### src/rnh_pkg.sv
// Purpose: Shared constants for the reading null, hold and trigger block
// Assumes: 50 MHz clock, AHB-Lite word registers
// Notes: Reading values are signed 32-bit counts
package rnh_pkg;
  // ----------------------------------------
  // Register byte offsets
  // ----------------------------------------
  localparam logic [7:0] A_CTRL = 8'h00;
  localparam logic [7:0] A_NCTL = 8'h04;
  localparam logic [7:0] A_NVAL = 8'h08;
  localparam logic [7:0] A_DNUL = 8'h0c;
  localparam logic [7:0] A_SAMP = 8'h10;
  localparam logic [7:0] A_CMD = 8'h14;
  localparam logic [7:0] A_STAT = 8'h18;
  localparam logic [7:0] A_RSLT = 8'h1c;
  localparam logic [7:0] A_HELD = 8'h20;
  // ----------------------------------------
  // Control fields
  // ----------------------------------------
  localparam int C_REMOTE = 0;
  localparam int C_FUNC = 1;
  localparam int C_CHAN = 3;
  localparam int C_HOLD = 4;
  localparam int C_BAND = 5;
  localparam int C_AUTO = 7;
  localparam int C_DIFF = 8;
  localparam int C_DNAPP = 9;
  localparam int C_FPTRIG = 10;
  localparam int C_RSRC = 12;
  localparam int C_RATIO = 14;
  localparam int CTRL_W = 15;
  localparam logic [14:0] CTRL_RST = 15'h0020;
  localparam logic [1:0] FN_VDC = 2'h0;
  localparam logic [1:0] FN_RES = 2'h1;
  localparam logic [1:0] NM_OFF = 2'h0;
  localparam logic [1:0] NM_ON = 2'h1;
  localparam logic [1:0] NM_ONCE = 2'h2;
  localparam logic [1:0] FP_AUTO = 2'h0;
  localparam logic [1:0] FP_SINGLE = 2'h1;
  localparam logic [1:0] FP_EXT = 2'h2;
  localparam logic [1:0] RS_IMM = 2'h0;
  localparam logic [1:0] RS_BUS = 2'h1;
  localparam logic [1:0] RS_EXT = 2'h2;
  // ----------------------------------------
  // Counts and band divisors
  // ----------------------------------------
  localparam logic [1:0] BAND_RST = 2'h1;
  localparam logic [15:0] SAMP_RST = 16'h0001;
  localparam logic [15:0] SAMP_MAX = 16'hc350;
  localparam logic [1:0] HOLD_LAST = 2'h2;
  localparam logic [13:0] DEN_B0 = 14'h2710;
  localparam logic [13:0] DEN_B1 = 14'h03e8;
  localparam logic [13:0] DEN_B2 = 14'h0064;
  localparam logic [13:0] DEN_B3 = 14'h000a;
  localparam int CLK_HZ = 50000000;
  localparam int BLINK_MS = 250;
  localparam int BLINK_CYC = CLK_HZ / 1000 * BLINK_MS;

  typedef enum logic [1:0] {ST_IDLE, ST_WAIT, ST_MEAS} rnh_trig_st_t;

  function automatic logic [32:0] abs33(input logic signed [32:0] v);
    return v[32] ? 33'(-v) : 33'(v);
  endfunction
endpackage

### src/rnh_hold_if.sv
// Purpose: Carries corrected readings to the hold detector and the held value back
// Assumes: One clock domain
// Notes: Top drives the reading side, detector drives held and beep
interface rnh_hold_if;
  logic in_valid;
  logic signed [31:0] in_data;
  logic active;
  logic [1:0] band;
  logic signed [31:0] held;
  logic beep;
  modport det (input in_valid, in_data, active, band, output held, beep);
  modport src (output in_valid, in_data, active, band, input held, beep);
endinterface

### src/rnh_hold_det.sv
// Purpose: Stable-reading detector that freezes the displayed value
// Assumes: Readings arrive as single-cycle strobes
// Notes: Band test is exact, by cross multiplication instead of division
module rnh_hold_det (
  input wire logic clk,
  input wire logic rst,
  rnh_hold_if.det hif
);
  logic signed [31:0] cand_reg;
  logic [1:0] cnt_reg;
  logic signed [31:0] held_reg;
  logic beep_reg;

  // ----------------------------------------
  // Band test
  // ----------------------------------------
  wire [13:0] den = (hif.band == 2'h0) ? rnh_pkg::DEN_B0 :
                    (hif.band == 2'h1) ? rnh_pkg::DEN_B1 :
                    (hif.band == 2'h2) ? rnh_pkg::DEN_B2 : rnh_pkg::DEN_B3;
  wire [32:0] dev = rnh_pkg::abs33(33'(hif.in_data) - 33'(cand_reg));
  wire [32:0] mag = rnh_pkg::abs33(33'(cand_reg));
  wire [46:0] lhs = 47'(dev) * 47'(den);
  wire inb = lhs <= 47'(mag);
  wire take = hif.in_valid & hif.active;

  always_ff @(posedge clk) begin
    beep_reg <= 1'b0;
    if (rst) begin
      cand_reg <= 32'sh0;
      cnt_reg <= 2'h0;
      held_reg <= 32'sh0;
    end else if (!hif.active) begin
      cnt_reg <= 2'h0;
    end else if (take) begin
      if (cnt_reg == 2'h0 || !inb) begin
        cand_reg <= hif.in_data;
        cnt_reg <= 2'h1;
      end else if (cnt_reg == rnh_pkg::HOLD_LAST) begin
        held_reg <= hif.in_data;
        beep_reg <= 1'b1;
        cnt_reg <= 2'h3;
      end else if (cnt_reg == 2'h1) begin
        cnt_reg <= 2'h2;
      end
    end
  end

  assign hif.held = held_reg;
  assign hif.beep = beep_reg;
endmodule // rnh_hold_det

### src/rnh_meter.sv
// Purpose: Null subtraction, reading hold and trigger entry with AHB-Lite registers
// Assumes: Converter returns one rdg_valid strobe per meas_start
// Notes: Writes act in the data phase; reads return zero-wait data
//
// The register offsets and the AHB-Lite slave port were chosen for this implementation.

module rnh_meter #(
  parameter int unsigned BLINK_CYC = rnh_pkg::BLINK_CYC,
  parameter logic [31:0] VDC_TOP = 32'h00989680,
  parameter logic [31:0] RES_TOP = 32'h00989680,
  parameter logic [31:0] TMP_TOP = 32'h00989680
) (
  input wire logic clk,
  input wire logic rst,
  input wire logic hsel,
  input wire logic [31:0] haddr,
  input wire logic [1:0] htrans,
  input wire logic hwrite,
  input wire logic [2:0] hsize,
  input wire logic [31:0] hwdata,
  input wire logic hready,
  output logic [31:0] hrdata,
  output logic hreadyout,
  output logic hresp,
  input wire logic rdg_valid,
  input wire logic signed [31:0] rdg_raw,
  input wire logic rdg_chan,
  input wire logic ext_trig_n,
  output logic meas_start,
  output logic out_valid,
  output logic out_chan,
  output logic signed [31:0] out_data,
  output logic signed [31:0] held_data,
  output logic beep,
  output logic null_lamp,
  output logic range_auto
);
  // ----------------------------------------
  // Bus slave
  // ----------------------------------------
  logic wph_reg;
  logic [7:0] adr_reg;
  logic [31:0] hrdata_reg;
  logic [rnh_pkg::CTRL_W-1:0] ctrl_reg;
  logic [15:0] samp_reg;
  logic signed [31:0] dn_reg;
  logic signed [31:0] nv_reg [4];
  logic [3:0] en_reg;
  logic [3:0] val_reg;
  logic [3:0] exp_reg;
  logic err_reg;
  logic signed [31:0] c1_reg;
  logic signed [31:0] out_reg;
  logic out_valid_reg;
  logic out_chan_reg;
  logic lamp_reg;
  logic blink_reg;
  logic [31:0] bl_cnt_reg;
  logic ext_prev_reg;
  logic pend_reg;
  logic start_reg;
  logic [15:0] left_reg;
  logic hold_prev_reg;
  logic auto_lat_reg;
  logic range_auto_reg;
  rnh_pkg::rnh_trig_st_t st_reg;
  rnh_hold_if hif ();

  function automatic logic [1:0] slot_of(input logic [1:0] fn, input logic ch);
    return (fn == rnh_pkg::FN_VDC) ? {1'b0, ch} : (fn == rnh_pkg::FN_RES) ? 2'h2 : 2'h3;
  endfunction

  wire take = hsel & htrans[1] & hready;
  wire hi_ok = haddr[31:8] == 24'h0;
  wire remote = ctrl_reg[rnh_pkg::C_REMOTE];
  wire [1:0] func = ctrl_reg[rnh_pkg::C_FUNC +: 2];
  wire chan = ctrl_reg[rnh_pkg::C_CHAN];
  wire [1:0] band = ctrl_reg[rnh_pkg::C_BAND +: 2];
  wire diff = ctrl_reg[rnh_pkg::C_DIFF];
  wire ratio = ctrl_reg[rnh_pkg::C_RATIO];
  wire dnapp = ctrl_reg[rnh_pkg::C_DNAPP];
  wire [1:0] fptrig = ctrl_reg[rnh_pkg::C_FPTRIG +: 2];
  wire [1:0] rsrc = ctrl_reg[rnh_pkg::C_RSRC +: 2];
  wire busy = st_reg == rnh_pkg::ST_MEAS;
  wire waiting = st_reg == rnh_pkg::ST_WAIT || (!remote && st_reg == rnh_pkg::ST_IDLE);
  wire [31:0] status = {27'h0, err_reg, pend_reg, waiting, busy, lamp_reg};

  wire [31:0] rd_val = !hi_ok ? 32'h0 :
    (haddr[7:0] == rnh_pkg::A_CTRL) ? 32'(ctrl_reg) :
    (haddr[7:0] == rnh_pkg::A_DNUL) ? dn_reg :
    (haddr[7:0] == rnh_pkg::A_SAMP) ? 32'(samp_reg) :
    (haddr[7:0] == rnh_pkg::A_STAT) ? status :
    (haddr[7:0] == rnh_pkg::A_RSLT) ? out_reg :
    (haddr[7:0] == rnh_pkg::A_HELD) ? hif.held : 32'h0;

  always_ff @(posedge clk) begin
    if (rst) begin
      wph_reg <= 1'b0;
      adr_reg <= 8'h0;
      hrdata_reg <= 32'h0;
    end else begin
      wph_reg <= take & hwrite & hi_ok;
      if (take) begin
        adr_reg <= haddr[7:0];
      end
      if (take & ~hwrite) begin
        hrdata_reg <= rd_val;
      end
    end
  end

  wire wr_ctrl = wph_reg && adr_reg == rnh_pkg::A_CTRL;
  wire wr_nctl = wph_reg && adr_reg == rnh_pkg::A_NCTL;
  wire wr_nval = wph_reg && adr_reg == rnh_pkg::A_NVAL;
  wire wr_dnul = wph_reg && adr_reg == rnh_pkg::A_DNUL;
  wire wr_samp = wph_reg && adr_reg == rnh_pkg::A_SAMP;
  wire wr_cmd = wph_reg && adr_reg == rnh_pkg::A_CMD;
  wire wr_stat = wph_reg && adr_reg == rnh_pkg::A_STAT;
  wire cmd_arm = wr_cmd & hwdata[0];
  wire cmd_bus = wr_cmd & hwdata[1];
  wire cmd_single = wr_cmd & hwdata[2];
  wire ireset = wr_cmd & hwdata[3];
  wire clr = rst | ireset;

  // ----------------------------------------
  // Configuration
  // ----------------------------------------
  wire samp_ok = hwdata[15:0] != 16'h0 && hwdata[15:0] <= rnh_pkg::SAMP_MAX && hwdata[31:16] == 16'h0;

  always_ff @(posedge clk) begin
    if (clr) begin
      ctrl_reg <= rnh_pkg::CTRL_RST;
      samp_reg <= rnh_pkg::SAMP_RST;
    end else begin
      if (wr_ctrl) begin
        ctrl_reg <= hwdata[rnh_pkg::CTRL_W-1:0];
      end
      if (wr_samp && samp_ok) begin
        samp_reg <= hwdata[15:0];
      end
    end
  end

  // ----------------------------------------
  // Null storage and correction
  // ----------------------------------------
  wire [31:0] top = (func == rnh_pkg::FN_VDC) ? VDC_TOP :
                    (func == rnh_pkg::FN_RES) ? RES_TOP : TMP_TOP;
  wire [34:0] lim = 35'(top) + 35'(top / 32'd5);
  wire in_lim = 35'(rnh_pkg::abs33(33'(signed'(hwdata)))) <= lim;
  wire [1:0] ws = slot_of(func, chan);
  // Remote writes to a disabled slot are dropped rather than enabling it
  wire nval_ok = in_lim && (!remote || en_reg[ws]);
  wire [1:0] rs = slot_of(func, (diff | ratio) ? rdg_chan : chan);
  wire signed [31:0] rnv = nv_reg[rs];
  wire cap = rdg_valid & en_reg[rs] & ~val_reg[rs];
  wire signed [31:0] corr = cap ? 32'sh0 : en_reg[rs] ? rdg_raw - rnv : rdg_raw;
  wire [1:0] nmode = hwdata[1:0];

  always_ff @(posedge clk) begin
    for (int i = 0; i < 4; i++) begin
      if (clr) begin
        nv_reg[i] <= 32'sh0;
        en_reg[i] <= 1'b0;
        val_reg[i] <= 1'b0;
        exp_reg[i] <= 1'b0;
      end else begin
        if (wr_nval && nval_ok && ws == 2'(i)) begin
          nv_reg[i] <= hwdata;
          val_reg[i] <= 1'b1;
          exp_reg[i] <= 1'b1;
          if (!remote) begin
            en_reg[i] <= 1'b1;
          end
        end else if (cap && rs == 2'(i)) begin
          nv_reg[i] <= rdg_raw;
          val_reg[i] <= 1'b1;
        end
        if (wr_nctl && ws == 2'(i)) begin
          case (nmode)
            rnh_pkg::NM_OFF: begin
              en_reg[i] <= 1'b0;
              val_reg[i] <= exp_reg[i];
            end
            rnh_pkg::NM_ON: begin
              en_reg[i] <= 1'b1;
            end
            rnh_pkg::NM_ONCE: begin
              en_reg[i] <= 1'b1;
              val_reg[i] <= 1'b0;
              exp_reg[i] <= 1'b0;
            end
            default: begin
              en_reg[i] <= en_reg[i];
            end
          endcase
        end
      end
    end
  end

  // Difference null has no remote path
  always_ff @(posedge clk) begin
    if (clr) begin
      dn_reg <= 32'sh0;
      err_reg <= 1'b0;
    end else begin
      if (wr_dnul && !remote && in_lim) begin
        dn_reg <= hwdata;
      end
      if ((wr_nval && !nval_ok) || (wr_dnul && (remote || !in_lim))) begin
        err_reg <= 1'b1;
      end else if (wr_stat && hwdata[4]) begin
        err_reg <= 1'b0;
      end
    end
  end

  // ----------------------------------------
  // Reading output
  // ----------------------------------------
  wire signed [31:0] dsub = (dnapp & diff) ? dn_reg : 32'sh0;
  wire signed [31:0] out_next = (diff && rdg_chan) ? c1_reg - corr - dsub : corr;
  wire emit = rdg_valid & (!diff | rdg_chan);

  always_ff @(posedge clk) begin
    if (rst) begin
      c1_reg <= 32'sh0;
      out_reg <= 32'sh0;
      out_valid_reg <= 1'b0;
      out_chan_reg <= 1'b0;
    end else begin
      out_valid_reg <= emit;
      if (rdg_valid && diff && !rdg_chan) begin
        c1_reg <= corr;
      end
      if (emit) begin
        out_reg <= out_next;
        out_chan_reg <= rdg_chan;
      end
    end
  end

  // ----------------------------------------
  // Null lamp
  // ----------------------------------------
  wire bl_end = bl_cnt_reg >= BLINK_CYC - 1;
  wire dual = diff | ratio;
  wire lamp_next = !dual ? en_reg[ws] : (diff & dnapp) ? 1'b1 :
                   (en_reg[0] | en_reg[1]) ? blink_reg : 1'b0;

  always_ff @(posedge clk) begin
    if (rst) begin
      bl_cnt_reg <= 32'h0;
      blink_reg <= 1'b0;
      lamp_reg <= 1'b0;
    end else begin
      bl_cnt_reg <= bl_end ? 32'h0 : bl_cnt_reg + 32'h1;
      blink_reg <= blink_reg ^ bl_end;
      lamp_reg <= lamp_next;
    end
  end

  // ----------------------------------------
  // Reading hold
  // ----------------------------------------
  wire hold_en = ctrl_reg[rnh_pkg::C_HOLD];
  wire hold_act = hold_en & ~remote;
  wire auto_bit = ctrl_reg[rnh_pkg::C_AUTO];

  assign hif.in_valid = out_valid_reg;
  assign hif.in_data = out_reg;
  assign hif.active = hold_act;
  assign hif.band = band;

  rnh_hold_det u_hold (
    .clk(clk),
    .rst(rst),
    .hif(hif)
  );

  always_ff @(posedge clk) begin
    if (rst) begin
      hold_prev_reg <= 1'b0;
      auto_lat_reg <= 1'b0;
      range_auto_reg <= 1'b0;
    end else begin
      hold_prev_reg <= hold_en;
      if (hold_en && !hold_prev_reg) begin
        auto_lat_reg <= auto_bit;
      end
      range_auto_reg <= hold_en ? auto_lat_reg : auto_bit;
    end
  end

  // ----------------------------------------
  // Trigger entry
  // ----------------------------------------
  wire ext_edge = ext_prev_reg & ~ext_trig_n;
  wire ext_hit = ext_edge | pend_reg;
  wire fire_loc = !remote && !busy && ((fptrig == rnh_pkg::FP_AUTO) ||
    (fptrig == rnh_pkg::FP_SINGLE && (cmd_single || ext_hit)) ||
    (fptrig == rnh_pkg::FP_EXT && ext_hit));
  wire fire_rem = remote && st_reg == rnh_pkg::ST_WAIT && ((rsrc == rnh_pkg::RS_IMM) ||
    (rsrc == rnh_pkg::RS_BUS && cmd_bus) || (rsrc == rnh_pkg::RS_EXT && ext_hit));
  wire fire = fire_loc | fire_rem;
  wire uses_pend = pend_reg & ((!remote && fptrig != rnh_pkg::FP_AUTO) ||
    (remote && rsrc == rnh_pkg::RS_EXT));
  wire smp_done = busy & emit;

  always_ff @(posedge clk) begin
    start_reg <= 1'b0;
    if (clr) begin
      st_reg <= rnh_pkg::ST_IDLE;
      left_reg <= 16'h0;
      pend_reg <= 1'b0;
      ext_prev_reg <= 1'b1;
    end else begin
      ext_prev_reg <= ext_trig_n;
      if (ext_edge && busy) begin
        pend_reg <= 1'b1;
      end else if (fire && uses_pend) begin
        pend_reg <= 1'b0;
      end
      case (st_reg)
        rnh_pkg::ST_IDLE: begin
          if (fire_loc) begin
            st_reg <= rnh_pkg::ST_MEAS;
            left_reg <= samp_reg;
            start_reg <= 1'b1;
          end else if (remote && cmd_arm) begin
            st_reg <= rnh_pkg::ST_WAIT;
          end
        end
        rnh_pkg::ST_WAIT: begin
          if (fire) begin
            st_reg <= rnh_pkg::ST_MEAS;
            left_reg <= samp_reg;
            start_reg <= 1'b1;
          end else if (!remote) begin
            st_reg <= rnh_pkg::ST_IDLE;
          end
        end
        rnh_pkg::ST_MEAS: begin
          if (smp_done) begin
            if (left_reg <= 16'h1) begin
              st_reg <= rnh_pkg::ST_IDLE;
            end else begin
              left_reg <= left_reg - 16'h1;
              start_reg <= 1'b1;
            end
          end
        end
        default: begin
          st_reg <= rnh_pkg::ST_IDLE;
        end
      endcase
    end
  end

  assign hrdata = hrdata_reg;
  assign hreadyout = 1'b1;
  assign hresp = 1'b0;
  assign meas_start = start_reg;
  assign out_valid = out_valid_reg;
  assign out_chan = out_chan_reg;
  assign out_data = out_reg;
  assign held_data = hif.held;
  assign beep = hif.beep;
  assign null_lamp = lamp_reg;
  assign range_auto = range_auto_reg;
endmodule // rnh_meter

### config.mk
export PLATFORM = sky130hd
export DESIGN_NAME = rnh_meter
export DESIGN_NICKNAME = d
export VERILOG_FILES = /design/src/rnh_pkg.sv /design/src/rnh_hold_if.sv /design/src/rnh_hold_det.sv /design/src/rnh_meter.sv
export SDC_FILE = /design/constraint.sdc
export NUM_CORES = 2
export LEC_CHECK = 0
export ABC_AREA = 1
export BUFFER_PORTS_ARGS = -buffer_cell sky130_fd_sc_hd__buf_4
export CORE_MARGIN = 2
export CORE_UTILIZATION = 40
export DETAILED_ROUTE_END_ITERATION = 7
export SETUP_SLACK_MARGIN = 0.05
export SLEW_MARGIN = 20
export SYNTH_ARGS = -nofsm -noshare
export SYNTH_HDL_FRONTEND = slang
export SYNTH_SLANG_ARGS = --single-unit
### constraint.sdc
create_clock -name clk -period 15.77 [get_ports clk]
set_clock_uncertainty 0.05 [all_clocks]
set_input_delay 1.577 -clock clk [delete_from_list [all_inputs] [get_ports clk]]
set_output_delay 1.577 -clock clk [all_outputs]
set_load 0.005 [all_outputs]
==> flow_results.xml <==
<?xml version="1.0" encoding="UTF-8"?>
<metrics>
  <group name="run_status">
    <metric name="outcome" unit="">finished with violations</metric>
    <metric name="failed_checks" unit="">DRC</metric>
  </group>
  <group name="cts">
    <metric name="postCtsHoldBufs" unit="">0</metric>
    <metric name="sinks_on_clock_net" unit="">436</metric>
    <metric name="numCtsBuffers" unit="">50</metric>
    <metric name="cts.reportedPaths.clkPinSlew" unit="ns">0.06</metric>
    <metric name="clkLatencyLatePin" unit="ns">0.64</metric>
    <metric name="cts_root_buf" unit="">clkbuf_16</metric>
    <metric name="clk_path_buf_depth" unit="">3</metric>
    <metric name="post_cts.repair.setup_buffers" unit="">0</metric>
    <metric name="ctsResizeCount" unit="">0</metric>
    <metric name="cts_tree" unit="">done</metric>
    <metric name="htreeDepth" unit="">2</metric>
  </group>
  <group name="yosys">
    <metric name="share_of_yosys_cell_area_claimed_by_the_top_area_cell_type" unit="">0.1452</metric>
    <metric name="syn_area_per_cell" unit="µm²">7.161</metric>
    <metric name="yosysSeqAreaShare" unit="">0.2342</metric>
    <metric name="most_common_flop_cell_mapped_by_yosys" unit="">dfxtp_1</metric>
    <metric name="yosys-top-cells-area" unit="">fa_1, dfxtp_1, nand2_1</metric>
    <metric name="synth-seq-cells" unit="">436</metric>
    <metric name="ys_warn_count" unit="">0</metric>
    <metric name="netlist-cell-type-count" unit="">74</metric>
    <metric name="async_reset_ff_frac" unit="">0</metric>
    <metric name="count_of_flip_flops_with_a_built_in_enable_after_synthesis" unit="">128</metric>
    <metric name="yosys.cell_count.top_type" unit="">nand2_1</metric>
    <metric name="syn_area" unit="µm²">42730</metric>
    <metric name="synthTopCellsByCount" unit="">nand2_1, inv_1, nor2_1, a21oi_1, nand3_1</metric>
    <metric name="synth_area_leader_cell" unit="">fa_1</metric>
    <metric name="postSynthCellCount" unit="">5967</metric>
  </group>
  <group name="place">
    <metric name="port_buffers" unit="">206</metric>
    <metric name="gp_congestion" unit="">0.9718</metric>
    <metric name="dp_hpwl" unit="µm">129800</metric>
  </group>
  <group name="die">
    <metric name="fp.dieW" unit="µm">330.9</metric>
    <metric name="num_rows" unit="">119</metric>
    <metric name="die-area" unit="µm²">109500</metric>
    <metric name="ioPinCount" unit="">213</metric>
    <metric name="initial_core_util" unit="">0.4048</metric>
    <metric name="area_of_the_core_region" unit="µm²">105600</metric>
    <metric name="die-height" unit="µm">330.9</metric>
  </group>
  <group name="sta">
    <metric name="maxSlewHeadroom" unit="">0.2969</metric>
    <metric name="tightest_slew" unit="ns">1.048</metric>
    <metric name="fin_crit_sh" unit="">0.7843</metric>
    <metric name="clock.fmax" unit="MHz">80.85</metric>
    <metric name="finalHoldViolCount" unit="">0</metric>
    <metric name="setup_tns_final" unit="ns">0</metric>
    <metric name="rsz_0062_raised_after_global_routing" unit="">false</metric>
    <metric name="final_setup_vio_count" unit="">0</metric>
    <metric name="period_needed" unit="ns">12.37</metric>
    <metric name="number_of_max_slew_violations_in_the_final_report" unit="">0</metric>
  </group>
  <group name="worst_setup_path">
    <metric name="timing.critical_path.from" unit="">out_data[0]$_SDFFE_PP0P_</metric>
    <metric name="critPathMaxFanout" unit="">38</metric>
    <metric name="timing.critical_path.slowest_cell_delay" unit="ns">0.63</metric>
    <metric name="timing.critical_path.mode_cell" unit="">nand2_1</metric>
    <metric name="critical_path.reg2reg.startpoint" unit="">out_data[0]$_SDFFE_PP0P_</metric>
    <metric name="cp_slowest_cell" unit="">nand3_2</metric>
    <metric name="timing.critical_path.to_type" unit="">flop</metric>
    <metric name="timing.critical_path.arrival" unit="ns">12.83</metric>
    <metric name="critPathLaunchType" unit="">flop</metric>
    <metric name="critPathRequiredTime" unit="ns">16.23</metric>
    <metric name="critical_path_class" unit="">flop to flop</metric>
  </group>
  <group name="global_routing">
    <metric name="grt_antenna_before_repair" unit="">4</metric>
    <metric name="first_pass_grt_wire_length" unit="µm">244900</metric>
    <metric name="global_route.overflow_total" unit="">0</metric>
    <metric name="track_usage" unit="">0.2955</metric>
    <metric name="grt_max_degree" unit="">70</metric>
    <metric name="grt_pass1_vias" unit="">39207</metric>
  </group>
  <group name="final_layout">
    <metric name="syn2layout_area_growth" unit="%">10.60</metric>
    <metric name="final_layout_size_suffix_gt1_frac" unit="">0.08049</metric>
    <metric name="largest_register_ffs" unit="">128</metric>
    <metric name="final_net_count" unit="">6799</metric>
  </group>
  <group name="hold_path">
    <metric name="holdCritStartpoint" unit="">adr_reg[1]$_SDFFE_PP0P_</metric>
    <metric name="hold_path_class" unit="">flop to flop</metric>
  </group>
  <group name="routing">
    <metric name="drt-wirelength-per-cell" unit="µm">21.74</metric>
    <metric name="drt_first_pass_iters" unit="">8</metric>
    <metric name="dr.first_iter.drc_count" unit="">4379</metric>
    <metric name="ant_nets" unit="">0</metric>
    <metric name="vias_after_detailed_routing" unit="">41680</metric>
    <metric name="detail_route.drc_violations" unit="">2</metric>
    <metric name="final_routed_wirelength_across_all_metal_layers" unit="µm">163400</metric>
    <metric name="drt-vias-per-instance" unit="">5.545</metric>
  </group>
  <group name="job">
    <metric name="drv.max_cap_violation_count" unit="">0</metric>
  </group>
</metrics>
==> per-layer routing <==
metal	global-route usage	routed length, µm
met1	0.4271	72060
met2	0.4457	69560
met3	0.05911	17030
met4	0.08155	4751
met5	0	0
==> final timing paths <==
check	end	slack, ns	cells past startpoint
hold reg to reg	adr_reg[1]$_SDFFE_PP0P_	0.40	2
hold / removal	adr_reg[1]$_SDFFE_PP0P_	0.40	2
setup reg to reg	u_hold.cand_reg[18]$_SDFFE_PP0P_	3.40	49
setup / recovery	u_hold.cand_reg[18]$_SDFFE_PP0P_	3.40	49
==> stage by stage <==
stage	std cells	hold WS [ns]	instance area [µm²]	util	worst slack, ns
CTS	7516	0.3981	47260	0.4477	3.483
floorplan	5976	0.3727	42770	-	6.539
global placement	7423	0.3849	45620	0.4322	3.615
finish	7517	0.3976	47260	0.4477	3.401
detailed placement	7423	0.3883	45620	0.4322	3.516
global route	7516	0.4238	47260	0.4477	2.597
==> cells by family after synthesis <==
group                      after synthesis  synth area share
muxes                                    1         0.0002342
xor gates and xnor gates               136           0.02963
AOI/OAI and AO/OA                     1138            0.1528
and+or+nand+nor                       2501            0.2470
buffers and inverters                 1147            0.1039
DFF                                    436            0.2342
adders and majority gates              606            0.2319
other                                    2         0.0001757
==> area by class of cell <==
type / count / area (µm²)
Fill cell: 10885 / 58300
Sequential cell: 436 / 10010
Tap cell: 1391 / 1740
Antenna cell: 1 / 2.502
Multi-Input combinational cell: 4393 / 28370
Timing Repair Buffer: 260 / 1952
Clock buffer: 71 / 1431
Clock inverter: 22 / 209.0
Inverter: 943 / 3543
==> worst max-delay path: cells and delay by family (launching register included) <==
kind | cells | cell delay, ns
buf+inv | 8 | 1.63
compound gates | 10 | 1.88
flops | 1 | 0.39
xor+xnor | 3 | 0.91
fa+ha+maj | 10 | 4.12
simple gates | 18 | 3.23
==> cell usage in the layout (no fill, tap or decap), types with 9 or more instances in the layout <==
master | netlist | routed
o211ai_1 | 57 | 57
o221ai_1 | 22 | 22
o21ai_1 | 76 | 75
nand2_1 | 1182 | 1182
nand4_1 | 53 | 53
o21bai_1 | 9 | 9
o211ai_2 | 21 | 21
a31oi_1 | 34 | 34
nor4_1 | 31 | 31
clkinv_1 | 10 | 15
nand3b_1 | 13 | 13
buf_4 | 10 | 260
or2_2 | 16 | 16
o22ai_1 | 36 | 36
inv_2 | 23 | 22
a21o_1 | 21 | 21
nand2_2 | 20 | 20
dfxtp_1 | 308 | 308
nor2_4 | 7 | 12
nand3_1 | 365 | 365
nor2_1 | 700 | 699
conb_1 | 2 | 11
xnor2_1 | 38 | 38
fa_1 | 310 | 310
clkbuf_1 | 138 | 12
clkbuf_16 | 0 | 51
inv_1 | 908 | 907
o21ai_0 | 297 | 297
nor2_2 | 20 | 16
o2111ai_1 | 16 | 16
edfxtp_1 | 128 | 128
ha_1 | 296 | 296
a21oi_1 | 483 | 482
nor3_1 | 67 | 65
o21a_1 | 23 | 23
xor2_1 | 88 | 87
clkinv_2 | 2 | 13
Power is not shown: default switching activity piles up to over one toggle a cycle in this logic, so the estimate is an artifact.
